--- config.mk ---
export PLATFORM = sky130hd
export DESIGN_NAME = bcacc_core
export DESIGN_NICKNAME = d
export VERILOG_FILES = /design/src/design/bcacc_pkg.sv /design/src/design/bcacc_comp.sv /design/src/design/bcacc_core.sv
export SDC_FILE = /design/constraint.sdc
export NUM_CORES = 2
export LEC_CHECK = 0
export BUFFER_PORTS_ARGS = -buffer_cell sky130_fd_sc_hd__buf_2
export CAP_MARGIN = 20
export CORE_MARGIN = 3
export CORE_UTILIZATION = 60
export DETAILED_ROUTE_END_ITERATION = 8
export PLACE_DENSITY = 0.77
export SLEW_MARGIN = 5
export SYNTH_ARGS = -nofsm -noshare
export SYNTH_HDL_FRONTEND = slang
export SYNTH_SLANG_ARGS = --single-unit
--- constraint.sdc ---
create_clock -name CLK_IN -period 141.1 [get_ports CLK_IN]
set_input_delay 21.165 -clock CLK_IN [delete_from_list [all_inputs] [get_ports CLK_IN]]
set_output_delay 21.165 -clock CLK_IN [all_outputs]
set_load 0.05 [all_outputs]
--- src/design/bcacc_pkg.sv ---
package bcacc_pkg;

  // ----------------------------------------------------------------
  // Widths and units
  // ----------------------------------------------------------------
  // Sense LSB is 10 uV, temperature LSB is 1 degree C (signed)
  localparam int SENSE_W = 16;
  localparam int MAG_W   = 15;
  localparam int CAP_W   = 16;
  localparam int PCT_W   = 7;
  localparam int RES_W   = 11;
  localparam int AMT_W   = 22;
  localparam int SD_W    = 48;

  // ----------------------------------------------------------------
  // Thresholds
  // ----------------------------------------------------------------
  localparam logic [MAG_W-1:0] FILTER_THRESH = 15'h0028;
  localparam logic [MAG_W-1:0] DEAD_BAND     = 15'h001E;
  localparam logic [MAG_W-1:0] DISP_THRESH   = 15'h00C8;
  localparam logic [MAG_W-1:0] MAG_MAX       = 15'h7FFF;
  // Sense magnitude equal to learned capacity divided by this is 1C
  localparam logic [7:0]       C_RATE_SCALE  = 8'h08;
  // Sense-percent products per capacity count
  localparam logic [AMT_W-1:0] CNT_DIV       = 22'h000640;
  localparam logic [CAP_W-1:0] CAP_MAX       = 16'hFFFF;

  localparam logic signed [7:0] T_CHG_HOT  = 8'sh28;
  localparam logic signed [7:0] T_SD_BAND  = 8'sh1E;
  localparam logic signed [7:0] T_COLD     = 8'sh0A;
  localparam logic signed [7:0] T_ZERO     = 8'sh00;
  localparam logic signed [7:0] T_M10      = -8'sh0A;
  localparam logic signed [7:0] T_M20      = -8'sh14;
  localparam logic [7:0]        T_STEP     = 8'h0A;

  // ----------------------------------------------------------------
  // Factors in percent and C-rate ratios
  // ----------------------------------------------------------------
  localparam logic [PCT_W-1:0] PCT_100 = 7'h64;
  localparam logic [PCT_W-1:0] PCT_95  = 7'h5F;
  localparam logic [PCT_W-1:0] PCT_90  = 7'h5A;
  localparam logic [PCT_W-1:0] PCT_85  = 7'h55;
  localparam logic [PCT_W-1:0] PCT_80  = 7'h50;
  localparam logic [PCT_W-1:0] PCT_75  = 7'h4B;
  localparam logic [PCT_W-1:0] PCT_50  = 7'h32;
  localparam logic [PCT_W-1:0] PCT_40  = 7'h28;
  localparam logic [PCT_W-1:0] PCT_0   = 7'h00;
  localparam logic [PCT_W-1:0] PCT_STEP = 7'h05;
  localparam logic [3:0] RATE_FAST_DEN = 4'h5;
  localparam logic [3:0] RATE_6C       = 4'h6;
  localparam logic [3:0] RATE_12C      = 4'hC;
  localparam logic [3:0] ONE           = 4'h1;

  // ----------------------------------------------------------------
  // Self-discharge timing and stale counter
  // ----------------------------------------------------------------
  localparam longint unsigned CLK_HZ     = 10_000_000;
  localparam longint unsigned SD_DAY_S   = 86_400;
  localparam longint unsigned SD_DAY_CYC = SD_DAY_S * CLK_HZ;
  localparam logic [CAP_W-1:0] SD_DIV_NICD = 16'h0050;
  localparam logic [CAP_W-1:0] SD_DIV_NIMH = 16'h003C;
  localparam logic [7:0] STALE_MAX   = 8'hFF;
  localparam logic [7:0] STALE_LIMIT = 8'h40;

  // ----------------------------------------------------------------
  // Types
  // ----------------------------------------------------------------
  typedef enum logic [2:0] {
    MODE_IDLE  = 3'b001,
    MODE_DISCH = 3'b010,
    MODE_CHG   = 3'b100
  } bcacc_mode_t;

  typedef struct packed {
    logic                      valid;
    logic signed [SENSE_W-1:0] volt;
  } bcacc_sense_t;

  typedef struct packed {
    logic [CAP_W-1:0] remaining;
    logic [CAP_W-1:0] tally;
    logic [CAP_W-1:0] full;
    logic [7:0]       stale_count;
    logic             stale_flag;
    logic [PCT_W-1:0] display_pct;
    logic             display_on;
    logic             charging;
    logic             discharging;
  } bcacc_status_t;

  // Full reference per select level; upper eight levels are NiMH
  function automatic logic [CAP_W-1:0] pfc_count(input logic [3:0] lvl);
    case (lvl)
      4'h0: pfc_count = 16'h7800;
      4'h1: pfc_count = 16'h6300;
      4'h2: pfc_count = 16'hA200;
      4'h3: pfc_count = 16'h8400;
      4'h4: pfc_count = 16'h6C00;
      4'h5: pfc_count = 16'hB400;
      4'h6: pfc_count = 16'h9000;
      4'h7: pfc_count = 16'h7800;
      4'h8: pfc_count = 16'h9C00;
      4'h9: pfc_count = 16'hB400;
      4'hA: pfc_count = 16'h6C00;
      4'hB: pfc_count = 16'h8400;
      4'hC: pfc_count = 16'h9C00;
      4'hD: pfc_count = 16'hBA00;
      4'hE: pfc_count = 16'h6F00;
      default: pfc_count = 16'h8400;
    endcase
  endfunction

  // True when sense rate exceeds num/den C of the learned capacity
  function automatic logic rate_above(input logic [MAG_W-1:0] mag,
                                      input logic [CAP_W-1:0] learned_full_capacity,
                                      input logic [3:0] num,
                                      input logic [3:0] den);
    logic [31:0] lhs;
    logic [31:0] rhs;
    lhs = 32'(mag) * 32'(C_RATE_SCALE) * 32'(den);
    rhs = 32'(learned_full_capacity) * 32'(num);
    rate_above = lhs > rhs;
  endfunction

endpackage

--- src/design/bcacc_comp.sv ---
`timescale 1ns/100ps
// Rate and temperature efficiency selection for one sense sample
module bcacc_comp
  import bcacc_pkg::*;
(
  // Sample
  input  wire logic [MAG_W-1:0] mag_in,
  input  wire logic             charging_in,
  // Conditions
  input  wire logic [CAP_W-1:0] lmd_in,
  input  wire logic signed [7:0] temp_in,
  input  wire logic             nimh_in,
  // Result
  output logic [PCT_W-1:0]      eff_out
);

  logic             fast;
  logic             hot;
  logic [PCT_W-1:0] chg_eff;
  logic [PCT_W-1:0] dis_base;
  logic [7:0]       steps;
  logic [7:0]       cut;

  always_comb
  begin
    fast = rate_above(mag_in, lmd_in, ONE, RATE_FAST_DEN);
    hot  = temp_in >= T_CHG_HOT;
    case ({nimh_in, hot, fast})
      3'b000:  chg_eff = PCT_80;
      3'b001:  chg_eff = PCT_95;
      3'b010:  chg_eff = PCT_75;
      3'b011:  chg_eff = PCT_90;
      3'b100:  chg_eff = PCT_80;
      3'b101:  chg_eff = PCT_90;
      3'b110:  chg_eff = PCT_75;
      default: chg_eff = PCT_85;
    endcase
    if (rate_above(mag_in, lmd_in, RATE_12C, ONE))
      dis_base = PCT_90;
    else if (rate_above(mag_in, lmd_in, RATE_6C, ONE))
      dis_base = PCT_95;
    else
      dis_base = PCT_100;
    if (temp_in < T_COLD)
      steps = 8'((8'(T_COLD) - 8'(temp_in) + T_STEP - 8'h01) / T_STEP);
    else
      steps = 8'h00;
    cut = 8'(steps * 8'(PCT_STEP));
    if (charging_in)
      eff_out = chg_eff;
    else if (cut >= 8'(dis_base))
      eff_out = PCT_0;
    else
      eff_out = PCT_W'(8'(dis_base) - cut);
  end

endmodule

--- src/design/bcacc_core.sv ---
`timescale 1ns/100ps
// Function
// - Count discharge below negative filter threshold
// - Display on while discharge below -2 mV
// - Discharge ends above negative dead band
// - Scale discharge by rate and temperature
// - Self-discharge 1/80 NiCd, 1/60 NiMH daily
// - Self-discharge doubles per 10 C rise above 30 C
// - Charge above C/5 is quick
// - NiCd charge efficiency by rate, temperature
// - NiMH charge efficiency by rate, temperature
// - Discharge efficiency 100/95/90 by C rate
// - C rate uses learned full capacity
// - Minus 5 percent per step below 10 C
// - Stale counter counts charges, clears on learn
// - Stale counter saturates at 255
// - Stale flag after 64 charges unlearned
// - Display is remaining over learned full
// - Display scaling leaves remaining count untouched
// - NiCd display scaling by temperature bands
// - NiMH display scaling by temperature bands
// - Charge counts up until below dead band
module bcacc_core
  import bcacc_pkg::*;
#(
  parameter longint unsigned SD_PERIOD_CYC = SD_DAY_CYC
)
(
  // Clock and reset
  input  wire logic           CLK_IN,
  input  wire logic           RESET_IN,
  // Front end samples, same clock
  input  wire bcacc_sense_t   SENSE_IN,
  input  wire logic signed [7:0] TEMP_IN,
  input  wire logic [3:0]     FULL_REF_SEL_IN,
  // Learning events
  input  wire logic           VALID_CHARGE_IN,
  input  wire logic           LEARN_IN,
  // Status
  output bcacc_status_t       STATUS_OUT
);

  // ----------------------------------------------------------------
  // Helpers
  // ----------------------------------------------------------------
  function automatic logic [CAP_W-1:0] sat_sub(input logic [CAP_W-1:0] a,
                                               input logic [CAP_W-1:0] b);
    sat_sub = (b > a) ? '0 : CAP_W'(a - b);
  endfunction

  function automatic logic [CAP_W-1:0] sat_add(input logic [CAP_W-1:0] a,
                                               input logic [CAP_W-1:0] b,
                                               input logic [CAP_W-1:0] lim);
    logic [CAP_W:0] s;
    s = {1'b0, a} + {1'b0, b};
    sat_add = (s > {1'b0, lim}) ? lim : CAP_W'(s);
  endfunction

  // Temperature translation of the display
  function automatic logic [PCT_W-1:0] disp_trans(input logic nimh,
                                                  input logic signed [7:0] t);
    if (!nimh)
    begin
      if (t >= T_ZERO)
        disp_trans = PCT_100;
      else if (t >= T_M10)
        disp_trans = PCT_90;
      else if (t >= T_M20)
        disp_trans = PCT_75;
      else
        disp_trans = PCT_50;
    end
    else
    begin
      if (t >= T_COLD)
        disp_trans = PCT_100;
      else if (t >= T_ZERO)
        disp_trans = PCT_75;
      else if (t >= T_M10)
        disp_trans = PCT_40;
      else
        disp_trans = PCT_0;
    end
  endfunction

  // ----------------------------------------------------------------
  // State
  // ----------------------------------------------------------------
  bcacc_mode_t      mode_reg,  mode_next;
  logic [CAP_W-1:0] nac_reg,   nac_next;
  logic [CAP_W-1:0] dcr_reg,   dcr_next;
  logic [CAP_W-1:0] lmd_reg,   lmd_next;
  logic [RES_W-1:0] res_reg,   res_next;
  logic [SD_W-1:0]  sd_reg,    sd_next;
  logic [7:0]       cpi_reg,   cpi_next;
  logic             ci_reg,    ci_next;
  logic             init_reg,  init_next;
  logic             nimh_reg,  nimh_next;
  logic             disp_reg,  disp_next;
  bcacc_status_t    status_reg, status_next;

  // ----------------------------------------------------------------
  // Sample decode
  // ----------------------------------------------------------------
  logic             neg;
  logic [MAG_W-1:0] mag;
  logic [PCT_W-1:0] eff;
  logic [AMT_W-1:0] sum;
  logic [CAP_W-1:0] units;
  logic [CAP_W-1:0] sd_drop;
  logic [SD_W-1:0]  sd_inc;
  logic [3:0]       sd_dbl;
  logic [7:0]       t_over;
  logic [31:0]      pct_raw;
  logic [PCT_W-1:0] pct_full;
  logic [13:0]      pct_scaled;

  always_comb
  begin
    neg = SENSE_IN.volt[SENSE_W-1];
    if (SENSE_IN.volt == 16'sh8000)
      mag = MAG_MAX;
    else if (neg)
      mag = MAG_W'(-SENSE_IN.volt);
    else
      mag = MAG_W'(SENSE_IN.volt);
  end

  // Charge flag steers the factor choice for this very sample
  bcacc_comp u_comp (
    .mag_in      (mag),
    .charging_in (!neg),
    .lmd_in      (lmd_reg),
    .temp_in     (TEMP_IN),
    .nimh_in     (nimh_reg),
    .eff_out     (eff)
  );

  // ----------------------------------------------------------------
  // Counting and learning
  // ----------------------------------------------------------------
  always_comb
  begin
    mode_next = mode_reg;
    nac_next  = nac_reg;
    dcr_next  = dcr_reg;
    lmd_next  = lmd_reg;
    res_next  = res_reg;
    sd_next   = sd_reg;
    cpi_next  = cpi_reg;
    ci_next   = ci_reg;
    nimh_next = nimh_reg;
    disp_next = disp_reg;
    init_next = 1'b0;
    units     = '0;
    sum       = '0;
    sd_drop   = '0;
    t_over    = 8'h00;
    sd_dbl    = 4'h0;
    sd_inc    = '0;
    // Strap levels are taken on the first edge after reset release
    if (init_reg)
    begin
      lmd_next  = pfc_count(FULL_REF_SEL_IN);
      nimh_next = FULL_REF_SEL_IN[3];
    end
    else
    begin
      if (SENSE_IN.valid)
      begin
        case (mode_reg)
          MODE_IDLE:
          begin
            if (neg && mag > FILTER_THRESH)
              mode_next = MODE_DISCH;
            else if (!neg && mag > FILTER_THRESH)
              mode_next = MODE_CHG;
          end
          MODE_DISCH:
          begin
            if (!neg || mag < DEAD_BAND)
              mode_next = MODE_IDLE;
          end
          MODE_CHG:
          begin
            if (neg || mag < DEAD_BAND)
              mode_next = MODE_IDLE;
          end
          default:
            mode_next = MODE_IDLE;
        endcase
        sum = AMT_W'(res_reg) + AMT_W'(mag) * AMT_W'(eff);
        if (mode_next != MODE_IDLE)
        begin
          units    = CAP_W'(sum / CNT_DIV);
          res_next = RES_W'(sum % CNT_DIV);
        end
        disp_next = (mode_next == MODE_DISCH && neg && mag > DISP_THRESH)
                 || (mode_next == MODE_CHG && !neg && mag > DISP_THRESH);
      end
      if (mode_next == MODE_DISCH)
      begin
        nac_next = sat_sub(nac_reg, units);
        dcr_next = sat_add(dcr_reg, units, CAP_MAX);
      end
      // Charge never lifts remaining past the learned full value
      else if (mode_next == MODE_CHG)
        nac_next = sat_add(nac_reg, units, lmd_reg);
      if (mode_next == MODE_IDLE)
        disp_next = 1'b0;

      // doubling per 10 C above band
      if (TEMP_IN > T_SD_BAND)
        t_over = 8'((8'(TEMP_IN) - 8'(T_SD_BAND) - 8'h01) / T_STEP + 8'h01);
      else
        t_over = 8'h00;
      sd_dbl = (t_over > 8'h0F) ? 4'hF : t_over[3:0];
      sd_inc = SD_W'(1) << sd_dbl;
      if (sd_reg + sd_inc >= SD_W'(SD_PERIOD_CYC))
      begin
        sd_next = SD_W'(sd_reg + sd_inc - SD_W'(SD_PERIOD_CYC));
        sd_drop = nimh_reg ? nac_next / SD_DIV_NIMH : nac_next / SD_DIV_NICD;
        nac_next = sat_sub(nac_next, sd_drop);
        dcr_next = sat_add(dcr_next, sd_drop, CAP_MAX);
      end
      else
        sd_next = SD_W'(sd_reg + sd_inc);

      if (LEARN_IN)
      begin
        lmd_next = dcr_reg;
        cpi_next = '0;
      end
      if (VALID_CHARGE_IN && cpi_next != STALE_MAX)
        cpi_next = cpi_next + 8'h01;
      if (cpi_next >= STALE_LIMIT)
        ci_next = 1'b1;
      else if (LEARN_IN)
        ci_next = 1'b0;
    end
  end

  // ----------------------------------------------------------------
  // Display
  // ----------------------------------------------------------------
  always_comb
  begin
    if (lmd_reg == '0)
      pct_raw = '0;
    else
      pct_raw = (32'(nac_reg) * 32'(PCT_100)) / 32'(lmd_reg);
    pct_full = (pct_raw > 32'(PCT_100)) ? PCT_100 : PCT_W'(pct_raw);
    pct_scaled = 14'(pct_full) * 14'(disp_trans(nimh_reg, TEMP_IN));
    status_next.remaining   = nac_next;
    status_next.tally       = dcr_next;
    status_next.full        = lmd_next;
    status_next.stale_count = cpi_next;
    status_next.stale_flag  = ci_next;
    status_next.display_pct = PCT_W'(pct_scaled / 14'(PCT_100));
    status_next.display_on  = disp_next;
    status_next.charging    = mode_next == MODE_CHG;
    status_next.discharging = mode_next == MODE_DISCH;
  end

  // ----------------------------------------------------------------
  // Registers
  // ----------------------------------------------------------------
  always_ff @(posedge CLK_IN or posedge RESET_IN)
  begin
    if (RESET_IN)
    begin
      mode_reg   <= MODE_IDLE;
      nac_reg    <= '0;
      dcr_reg    <= '0;
      lmd_reg    <= '0;
      res_reg    <= '0;
      sd_reg     <= '0;
      cpi_reg    <= '0;
      ci_reg     <= 1'b1;
      init_reg   <= 1'b1;
      nimh_reg   <= 1'b0;
      disp_reg   <= 1'b0;
      status_reg <= '{stale_flag: 1'b1, default: '0};
    end
    else
    begin
      mode_reg   <= mode_next;
      nac_reg    <= nac_next;
      dcr_reg    <= dcr_next;
      lmd_reg    <= lmd_next;
      res_reg    <= res_next;
      sd_reg     <= sd_next;
      cpi_reg    <= cpi_next;
      ci_reg     <= ci_next;
      init_reg   <= init_next;
      nimh_reg   <= nimh_next;
      disp_reg   <= disp_next;
      status_reg <= status_next;
    end
  end

  assign STATUS_OUT = status_reg;

endmodule

==> metrics.txt <==
Worst Hold Launch=sd_reg[15]; Worst-Margin Slew=1.126 ns; Die Height=294.8 um; clock sink count=131; R2R setup slack=14.60 ns; max cap viols=0; die area=86900 sq um; Slew headroom=0.2421; initial antenna violation count=7; CP max-delay cell=a31oi_1; Slew Viols, Final=0; critical path startpoint category=register; number of flip-flops in the largest register=67; Finish-stage setup viols=0; RSZ-0062 raised after global routing=no; critical path class=register to register; Post-CTS Hold Fix Bufs=0; worst setup path start=STATUS_OUT[52]; Vias=50983; number of synthesized register bits=131; DR DRC count=0; clock buffers created by TritonCTS=17; clock slew at reported path FFs=0.07 ns; reg2reg start=STATUS_OUT[52]; filler instances=7451; routed len/inst=18.76 um; clock tree buffer depth=2; number of placed I/O pins=100; grt ovf=0; CP max FO=37; YS warnings=0; Min-Delay Path Class=register to register; clock skew=0.01216 ns; CP max stage delay=0.82 ns; share of layout cells above drive strength 1=0.07004; Data required, critical path=141.44 ns; Post-CTS Setup Bufs=0; CORE AREA=82370 sq um; outcome=completed; Resized Gates After CTS=0; critical path's most frequent cell=o21a_1; vias in the first global route=47722; Area Overhead vs Synth=4.253%; DR iter-0 viols=4106; final hold violations=0; All-Layer GR Usage=0.3318; reg2reg end=STATUS_OUT[3]; EDFF count, synth=0; Main synth FF type=dfrtp_1; Setup crit end=STATUS_OUT[3]; storage element area=3286 sq um; layout net count=7782; Final min period=126.50 ns; Routability Congestion=1.013; Seq/Total Area, Yosys=0.06559; setup_tns=0 ns; CTS tree=built; Synth cell types=132; DRT Pass-1 Iters=6; area occupied by multi-input gates=44330 sq um; largest net degree at the start of global routing=92; later-pin clock latency in the skew report=0.46 ns; part of the cycle the worst path needs=0.8965; Post-DRT Antenna Nets=0; syn avg cell area=7.320 sq um; first-pass GRT wire length=240100 um; Routed WL=148500 um; row count=105; DP HPWL=118200 um; die width=294.8 um; CP endpoint kind=register; CTS HTree Levels=4; FMAX=7.905 MHz; Critical Path AT=126.84 ns; post-synth design cell area=50040 sq um; Worst R2R Path Depth=564; cells after synthesis=6836; Async S/R FF share, synth=1.000; clock root buffer=clkbuf_16; Port Buf Inserts=99; vias per cell=6.441; most frequent cells in the layout=ha_1 (802), nor2_1 (680), nand2_1 (586), a21oi_1 (488), inv_1 (432); Initial Util=0.6074; commonest non-fill, non-tap cell in the layout=ha_1
worst max-delay path, delay by kind of cell (launching register included):
| family | cells | cell delay, ns |
|---|---|---|
| AO/OA/AOI/OAI | 345 | 74.98 |
| AND/OR/NAND/NOR | 140 | 28.06 |
| adder cells (fa/ha/maj) | 45 | 14.84 |
| buffers and inverters | 21 | 3.52 |
| multiplexers | 10 | 3.27 |
| XOR/XNOR | 3 | 0.74 |
| flip-flops | 1 | 0.64 |
logic make-up (layout without fill, tap and decap cells):
logic type      Yosys count  count (layout)  synth area share
flops                   131             131           0.06559
simple gates           2476            2476            0.2396
xor+xnor                436             436           0.07684
compound gates         2029            2029            0.2752
mux                     195             195           0.04203
buf+inv                 633             631           0.04936
other cells               2              13         0.0001501
fa+ha+maj               934             934            0.2512
per-stage QoR:
| stage | instance area, sq um | cells | utilization | hold WS [ns] | setup WS (ns) |
|---|---|---|---|---|---|
| after detailed placement | 51560 | 7875 | 0.6259 | 0.4803 | 16.86 |
| after global placement | 51560 | 7875 | 0.6259 | 0.4751 | 20.80 |
| final | 52170 | 7915 | 0.6333 | 0.4922 | 14.60 |
| after CTS | 52140 | 7907 | 0.6330 | 0.4956 | 16.35 |
| after floorplan | 50060 | 6841 | - | 0.4581 | 25.33 |
| after global routing | 52170 | 7915 | 0.6333 | 0.5085 | 4.593 |
worst min-delay path by stage:
stage,cells after the start,slack (ns),endpoint
after detailed placement,2,0.48,sd_reg[4]
after global routing,1,0.51,sd_reg[47]
after global placement,2,0.48,sd_reg[12]
after floorplan,2,0.46,sd_reg[10]
after CTS,1,0.50,sd_reg[47]
final,2,0.49,sd_reg[15]
cell usage after synthesis (84+ instances only):
cell type	n	area, sq um
o21a_1	298	2237
mux2_2	101	1137
clkbuf_1	140	525.5
fa_1	121	2422
nor2_1	680	2552
nor3_1	337	1687
nand2b_1	104	650.6
o31ai_1	146	1096
inv_1	433	1625
a21oi_1	488	2442
nand3_1	153	765.7
nor2b_1	86	538.0
o21ai_0	321	1607
o21bai_1	84	630.6
ha_1	802	10030
xnor2_1	287	2514
a21o_1	136	1021
nand2_1	586	2200
mux2i_1	89	890.9
xor2_1	147	1287
dfrtp_1	128	3203
cell type report:
class                      instances  area share
multi-input combinational       6077      0.8498
sequential                       131     0.06299
inverter                         436     0.03147
tap                             1070     0.02566
clock buffer                      17    0.008155
timing repair buffer             163     0.01861
antenna                            6   0.0002878
clock inverter                    15    0.003046
layer usage:
metal  wire length [um]  share of wire  GRT usage  vias up
li1                   -              -          -    25038
met1              63780           0.43     0.4255    23794
met2              66390           0.45     0.5487     1748
met3              10730          0.072    0.04581      401
met4               7548          0.051     0.1601        2
met5                 20        0.00013          0        -
Power is not shown: default switching activity piles up to over one toggle a cycle in this logic, so the estimate is an artifact.
